### config.mk
export PLATFORM = sky130hd
export DESIGN_NAME = liss_top
export DESIGN_NICKNAME = d
export VERILOG_FILES = /design/src/core/liss_fifo.sv /design/src/pkg/liss_pkg.sv /design/src/core/liss_top.sv
export SDC_FILE = /design/constraint.sdc
export NUM_CORES = 2
export LEC_CHECK = 0
export ABC_CLOCK_PERIOD_IN_PS = 8400
export BUFFER_PORTS_ARGS = -buffer_cell sky130_fd_sc_hd__buf_2
export CAP_MARGIN = 15
export CORE_AREA = 2 2 672 674
export DETAILED_ROUTE_END_ITERATION = 8
export DIE_AREA = 0 0 674 676
export PLACE_DENSITY = 0.44
export SLEW_MARGIN = 10
export SYNTH_ARGS = -nofsm -noshare
export SYNTH_HDL_FRONTEND = slang
export SYNTH_SLANG_ARGS = --single-unit
### constraint.sdc
create_clock -name CLK_SYS -period 8.4 [get_ports CLK_SYS]
set_input_delay 0 -clock CLK_SYS [delete_from_list [all_inputs] [get_ports CLK_SYS]]
set_output_delay 0 -clock CLK_SYS [all_outputs]
set_load 0.05 [all_outputs]
### src/core/liss_fifo.sv
// pixel fifo module sits beside the sequencer in core/liss_top.sv

### src/pkg/liss_pkg.sv
// constants and types for the linear image scan sequencer
package liss_pkg;
  localparam int          PIXELS_PER_DIE   = 128;
  localparam int          DIES_PER_MODULE  = 13;
  localparam int          LINE_PIXELS      = DIES_PER_MODULE * PIXELS_PER_DIE;
  localparam int          FIFO_DEPTH       = 32;
  localparam int          PIX_WIDTH        = 16;
  localparam int          PIX_INDEX_WIDTH  = 11;
  localparam int          CLK_SYS_MHZ      = 250;
  localparam int          MIN_SHIFT_KHZ    = 500;
  localparam int          SHIFT_PERIOD_MAX = (CLK_SYS_MHZ * 1000) / MIN_SHIFT_KHZ;
  localparam logic        TOKEN_RESET      = 1'b0;
  localparam logic        SHIFT_CLK_RESET  = 1'b0;

  typedef enum logic [1:0] {
    LISS_IDLE = 2'b00,
    LISS_SCAN = 2'b01
  } liss_mode_type;
endpackage

### src/core/liss_top.sv
`timescale 1ns/1ps
// scan shift-register sequencer of a cascaded linear image sensor
// Behaviour
// - a start pulse high at a shift clock falling edge loads a token
// - start high across several edges loads several tokens, scans overlap
// - one pixel is captured per shift clock cycle while a token is in the chain; a stalled pixel is overwritten
// - one line lasts 13 times 128 shift clock cycles
module liss_top #(
  parameter int DIES   = liss_pkg::DIES_PER_MODULE,
  parameter int PIXELS = liss_pkg::PIXELS_PER_DIE,
  parameter int DEPTH  = liss_pkg::FIFO_DEPTH
) (
  input  wire logic                           CLK_SYS,
  input  wire logic                           SYS_RST,
  input  wire logic                           LINE_START_PULSE,
  input  wire logic                           PIXEL_SHIFT_CLOCK,
  input  wire logic [liss_pkg::PIX_WIDTH-1:0] PIXEL_SAMPLE,
  output logic      [DIES-1:0]                SCAN_END_PULSE,
  output logic                                PIXEL_VALID,
  input  wire logic                           PIXEL_READY,
  output logic      [liss_pkg::PIX_WIDTH-1:0] PIXEL_DATA,
  output logic      [DIES*PIXELS-1:0]         PIXEL_SELECT,
  output logic                                SAMPLE_STALL
);
  import liss_pkg::*;

  localparam int TOTAL = DIES * PIXELS;

  typedef struct packed {
    logic                       shift_clk_d;
    logic [TOTAL-1:0]           chain;
    logic [DIES-1:0]            scan_end_pulse;
    logic [PIX_WIDTH-1:0]       sample;
    logic                       sample_valid;
  } liss_state_type;

  liss_state_type   state;
  liss_state_type   next_state;
  logic             fall;
  logic             fifo_ready;
  logic [TOTAL-1:0] shifted;

  // falling edge of the shift clock
  assign fall = state.shift_clk_d && !PIXEL_SHIFT_CLOCK;

  // per-die end pulse, fed from the last stage of each die
  function automatic logic [DIES-1:0] die_ends(input logic [TOTAL-1:0] c);
    logic [DIES-1:0] e;
    e = '0;
    for (int d = 0; d < DIES; d++) begin
      e[d] = c[d*PIXELS + PIXELS - 1];
    end
    return e;
  endfunction

  // token shift with start loaded into stage zero
  assign shifted = {state.chain[TOTAL-2:0], LINE_START_PULSE};

  // next state of the whole scan register
  always_comb begin
    next_state             = state;
    next_state.shift_clk_d = PIXEL_SHIFT_CLOCK;
    if (state.sample_valid && fifo_ready) begin
      next_state.sample_valid = 1'b0;
    end
    if (fall) begin
      next_state.chain = shifted;
      next_state.scan_end_pulse   = die_ends(state.chain);
      if (|state.chain) begin
        next_state.sample       = PIXEL_SAMPLE;
        next_state.sample_valid = 1'b1;
      end
    end
  end

  // state register
  always_ff @(posedge CLK_SYS) begin
    if (SYS_RST) begin
      state <= '{shift_clk_d: SHIFT_CLK_RESET, chain: '0, scan_end_pulse: '0,
                 sample: '0, sample_valid: 1'b0};
    end else begin
      state <= next_state;
    end
  end

  assign SCAN_END_PULSE = state.scan_end_pulse;
  assign PIXEL_SELECT   = state.chain;
  assign SAMPLE_STALL   = state.sample_valid && !fifo_ready;

  // pixel buffer toward the readout side
  liss_fifo #(
    .WIDTH (PIX_WIDTH),
    .DEPTH (DEPTH)
  ) u_fifo (
    .clk       (CLK_SYS),
    .rst       (SYS_RST),
    .in_valid  (state.sample_valid),
    .in_ready  (fifo_ready),
    .in_data   (state.sample),
    .out_valid (PIXEL_VALID),
    .out_ready (PIXEL_READY),
    .out_data  (PIXEL_DATA)
  );

  // checks on the token chain and the captured pixel
  token_load_a: assert property (@(posedge CLK_SYS) disable iff (SYS_RST)
    fall && LINE_START_PULSE |=> state.chain[0])
    else $error("start not loaded on falling edge");
  no_load_a: assert property (@(posedge CLK_SYS) disable iff (SYS_RST)
    fall && !LINE_START_PULSE |=> !state.chain[0])
    else $error("token loaded without start");
  multi_token_a: assert property (@(posedge CLK_SYS) disable iff (SYS_RST)
    fall && LINE_START_PULSE && state.chain[0] |=> state.chain[1:0] == 2'b11)
    else $error("second start token lost");
  shift_move_a: assert property (@(posedge CLK_SYS) disable iff (SYS_RST)
    fall |=> state.chain[TOTAL-1:1] == $past(state.chain[TOTAL-2:0]))
    else $error("token did not advance one stage");
  hold_chain_a: assert property (@(posedge CLK_SYS) disable iff (SYS_RST)
    !fall |=> $stable(state.chain))
    else $error("chain moved without falling edge");
  die_end_a: assert property (@(posedge CLK_SYS) disable iff (SYS_RST)
    fall && state.chain[PIXELS-1] |=> SCAN_END_PULSE[0] && state.chain[PIXELS])
    else $error("end pulse or cascade missing");
  pixel_out_a: assert property (@(posedge CLK_SYS) disable iff (SYS_RST)
    fall && (|state.chain) |=> state.sample_valid
      && state.sample == $past(PIXEL_SAMPLE))
    else $error("pixel not captured");
  sample_hold_a: assert property (@(posedge CLK_SYS) disable iff (SYS_RST)
    SAMPLE_STALL && !fall |=> state.sample_valid && $stable(state.sample))
    else $error("stalled pixel not held");

  // checks on the end pulses
  end_clear_a: assert property (@(posedge CLK_SYS) disable iff (SYS_RST)
    fall && !state.chain[PIXELS-1] |=> !SCAN_END_PULSE[0])
    else $error("end pulse without token");
  last_end_a: assert property (@(posedge CLK_SYS) disable iff (SYS_RST)
    fall && state.chain[TOTAL-1] |=> SCAN_END_PULSE[DIES-1])
    else $error("last die end pulse missing");

  // scenario covers
  load_c: cover property (@(posedge CLK_SYS) fall && LINE_START_PULSE);
  end_c: cover property (@(posedge CLK_SYS) SCAN_END_PULSE[DIES-1]);
  full_c: cover property (@(posedge CLK_SYS) !fifo_ready);
  multi_c: cover property (@(posedge CLK_SYS) fall && LINE_START_PULSE && state.chain[0]);
  stall_c: cover property (@(posedge CLK_SYS) SAMPLE_STALL);
endmodule

// pixel fifo with valid and ready on both sides
module liss_fifo #(
  parameter int WIDTH = 16,
  parameter int DEPTH = 32
) (
  input  wire logic             clk,
  input  wire logic             rst,
  input  wire logic             in_valid,
  output logic                  in_ready,
  input  wire logic [WIDTH-1:0] in_data,
  output logic                  out_valid,
  input  wire logic             out_ready,
  output logic      [WIDTH-1:0] out_data
);
  localparam int AW = $clog2(DEPTH);
  typedef struct packed {
    logic [AW-1:0] wr;
    logic [AW-1:0] rd;
    logic [AW:0]   count;
  } liss_fifo_state_type;

  liss_fifo_state_type        state;
  liss_fifo_state_type        next_state;
  logic           [WIDTH-1:0] mem [DEPTH];
  logic                       push;
  logic                       pop;

  // honest full and empty flags
  assign in_ready  = (state.count != (AW+1)'(DEPTH));
  assign out_valid = (state.count != '0);
  assign push      = in_valid && in_ready;
  assign pop       = out_valid && out_ready;
  assign out_data  = mem[state.rd];

  // pointer and count update
  always_comb begin
    next_state = state;
    if (push) begin
      next_state.wr = (state.wr == AW'(DEPTH-1)) ? '0 : state.wr + 1'b1;
    end
    if (pop) begin
      next_state.rd = (state.rd == AW'(DEPTH-1)) ? '0 : state.rd + 1'b1;
    end
    next_state.count = state.count + (AW+1)'(push) - (AW+1)'(pop);
  end

  // state register
  always_ff @(posedge clk) begin
    if (rst) begin
      state <= '0;
    end else begin
      state <= next_state;
    end
  end

  // storage array, no reset needed
  always_ff @(posedge clk) begin
    if (push) begin
      mem[state.wr] <= in_data;
    end
  end

  // checks on the pixel buffer
  fifo_bound_a: assert property (@(posedge clk) disable iff (rst)
    state.count <= (AW+1)'(DEPTH))
    else $error("fifo count past depth");
  head_hold_a: assert property (@(posedge clk) disable iff (rst)
    out_valid && !out_ready |=> out_valid && $stable(out_data))
    else $error("fifo head changed while waiting");
endmodule

==> flow_summary.ini <==
[pwr]
total_power_uw = 24300
cell_internal_pwr_uw = 18400
pwr-share-seq_pct = 45.0
total_leakage_power_uw = 0.0395
power_switching_share_pct = 24.2
power_density_nw_per_um2 = 229
p_switching_uw = 5870
vdd_ir_drop_max_mv = 0.173
p_clk_share_pct = 49.7
combPwrFrac_pct = 5.3

[logic_synthesis]
synth_top_cells_by_count = sky130_fd_sc_hd__nand2_1, sky130_fd_sc_hd__dfxtp_1, sky130_fd_sc_hd__a21oi_1
syn_nets = 10400
syn-instance-count = 10400
ys_dominant_reg_cell = sky130_fd_sc_hd__dfxtp_1
yosysWarningCount = 0
edff_count_synth = 512
synthesis.area_per_instance_sq_um = 9.00
synth_area_leaders = sky130_fd_sc_hd__dfxtp_1, sky130_fd_sc_hd__edfxtp_1, sky130_fd_sc_hd__buf_4, sky130_fd_sc_hd__nand2_1, sky130_fd_sc_hd__a21oi_1
netlist.area_leader.share_pct = 36.4
mapped_area_sq_um = 93700
post_synth_num_cell_types = 42
synth_area_leader_cell = sky130_fd_sc_hd__dfxtp_1
synth_sequential_area_ratio_pct = 52.8
synth.ff_latch_count = 2216
synth_async_sr_flop_share_pct = 0
synth.most_common_cell = sky130_fd_sc_hd__nand2_1

[setup_path]
critPathKind = reg2reg
worstSetupStartpoint = PIXEL_SELECT[958]
critPathArrivalTime_ps = 5950
timing.critical_path.required_ps = 9130
type_of_element_capturing_the_critical_path = register
ff_to_ff_end = state[11]
critical_path.reg2reg.startpoint = PIXEL_SELECT[958]
setup.worst_path.start_class = register
worstRegToRegCells = 9
largest_fanout_on_the_critical_path = 17
r2r_setup_slk_ps = 3190

[clock_network]
ctsLongestPathBuffers = 4
clk_pin_slew_ps = 60
clk_latency_ps = 880
cts.sink_count = 2216
cts_setup_buffers = 0
cts_root_buffer = sky130_fd_sc_hd__clkbuf_16
ctsHtreeMaxLevel = 5
cts_buffers = 271
clock_tree_from_tritoncts = done

[floorplan]
design.die.area_sq_um = 456000
rows = 246
width_of_the_chip_microns = 674
die_height_microns = 676
core_region_area_sq_um = 448000
initial_standard_cell_utilization_of_the_core_pct = 20.9
pin_count = 1716

[min_path]
hp-start = SYS_RST
timing.hold.worst_endpoint = SCAN_END_PULSE[12]
holdPathStages = 3
hold_class = in2reg

[cells_and_area]
fillerInstances = 48800
finalNetCount = 10300
multiInputGateArea_sq_um = 29600
final-seq-area_sq_um = 49500
drive_above_1_share_pct = 23.7
flow.area_growth_from_synthesis_pct = 13.1

[detailed_routing]
vias_per_cell = 4.27
routed_wl_microns = 378000
routed-via-count = 70300
remaining_drc_errors = 0
antenna_violating_nets_post_route = 0
firstDrtPassIters = 5
routed_wire_length_per_instance_microns = 23.0
drt_first_iter_violations = 6242

[global_route]
grt_pass1_wl_microns = 521000
first_global_vias = 64800
overflow = 0
grt_antenna_before_repair = 7
largest_net_degree_at_the_start_of_global_routing = 215
groute.usage.overall_pct = 15.5

[timing]
min_clock_period_post_route_ps = 5210
fin_worst_skew_ps = 64.8
maxClockFrequency_mhz = 192
rsz0062_at_grt = false
timing.final.setup_violations = 0
report.final.hold_viol_count = 0
relSlewSlack_pct = 7.86
tightest_slew_ps = 1380
finalMaxSlewViolations = 0
timing.setup.tns_ps = 0
period_share_pct = 62.1

[flow_run]
max_cap_viol_count = 0

[placed_design]
place.detailed.hpwl_microns = 276000
place.port_buffers = 1715
globalplace.congestion = 0.891

[run_status]
run_status = finished clean
## cell families (layout without fill, tap and decap cells)
| logic type | after synthesis | count (layout) | share of synthesized area, % |
|---|---|---|---|
| mux | 192 | 192 | 4.21 |
| fa+ha+maj | 17 | 17 | 0.235 |
| flops | 2216 | 2216 | 52.8 |
| buf+inv | 2291 | 2386 | 15.9 |
| other cells | 0 | 5 | 0 |
| compound gates | 1688 | 1688 | 9.04 |
| simple gates | 4003 | 4003 | 17.7 |
| xor+xnor | 4 | 4 | 0.0374 |
## area by class of cell
type	instances	share of cell area, %
sequential	2216	46.7
multi-input combinational	5904	27.9
timing repair buffer	1892	9.74
clock buffer	401	7.50
tap	5952	7.03
clock inverter	81	1.04
inverter	12	0.0425
antenna	5	0.0118
## repair_timing
| action | 4_1_cts | 5_1_grt |
|---|---|---|
| hold buffers | 53 | 0 |
| gates resized for setup | 0 | 0 |
| hold endpoints to repair | 374 | 0 |
## layout by cell type, fill, tap and decap left out, drive strengths merged, types with 8 or more instances in the layout
cell and instances:
nor4 443, buf 1839, clkinv 45, nor3 8, ha 16, mux2 16, mux2i 16, edfxtp 512
inv 26, a21oi 1679, nand2 3350, mux4 160, nand2b 33, clkbuf 401, nor2 37, dfxtp 1704
clkinvlp 8, dlygate4sd3 53, nand4 110, bufinv 14
## registers in the layout, indices dropped and copies added (netlist names), named ones only
| register | count |
|---|---|
| state | 18 |
| SCAN_END_PULSE | 1 |
| PIXEL_SELECT | 1664 |
| u_fifo.mem | 512 |
| u_fifo.state | 16 |
## metal layers
metal / vias to the layer above / share of wire [%] / GRT usage [%]
met1: 34400 / 42 / 19.8
met3: 442 / 7.9 / 4.36
met2: 2263 / 47 / 25.4
li1: 33200 / - / -
met4: 0 / 3.3 / 4.78
met5: - / 0 / 0
## power by group through the flow
stage | registers [uW] | logic (uW) | clock network, uW
2_1_floorplan | 11100 | 965 | 0
3_3_place_gp | 11200 | 1290 | 0
3_5_place_dp | 11200 | 1290 | 0
4_1_cts | 10900 | 1310 | 12400
5_1_grt | 10900 | 1370 | 12700
6_report | 10900 | 1280 | 12000
## worst max-delay path: stages, from the launching register on
cell,delay (ps)
sky130_fd_sc_hd__dfxtp_1,350
sky130_fd_sc_hd__nor4_2,650
sky130_fd_sc_hd__buf_4,290
sky130_fd_sc_hd__nand4_1,570
sky130_fd_sc_hd__nor4_2,1020
sky130_fd_sc_hd__nand4_1,480
sky130_fd_sc_hd__nor3_4,560
sky130_fd_sc_hd__a21oi_4,320
sky130_fd_sc_hd__mux2i_1,200
sky130_fd_sc_hd__dlygate4sd3_1,610
## worst max-delay path by stage
stage	endpoint	slack (ps)	cells after the start
finish	state[11]	3190	9
global route	state[11]	2930	9
CTS	state[6]	2890	9
global placement	state[0]	3400	8
detailed placement	state[6]	3380	8
floorplan	u_fifo.state[4]	5390	15
## metrics by stage
step	worst slack [ps]	utilization [%]	area [sq um]	cells	hold slack, ps
2_1_floorplan	5390	-	93700	10400	128
3_3_place_gp	3400	21.5	96200	15900	245
3_5_place_dp	3380	21.5	96300	15900	248
4_1_cts	2890	23.6	106000	16500	136
5_1_grt	2930	23.6	106000	16500	194
6_report	3190	23.7	106000	16500	225
Power figures use the tool's default switching activity.
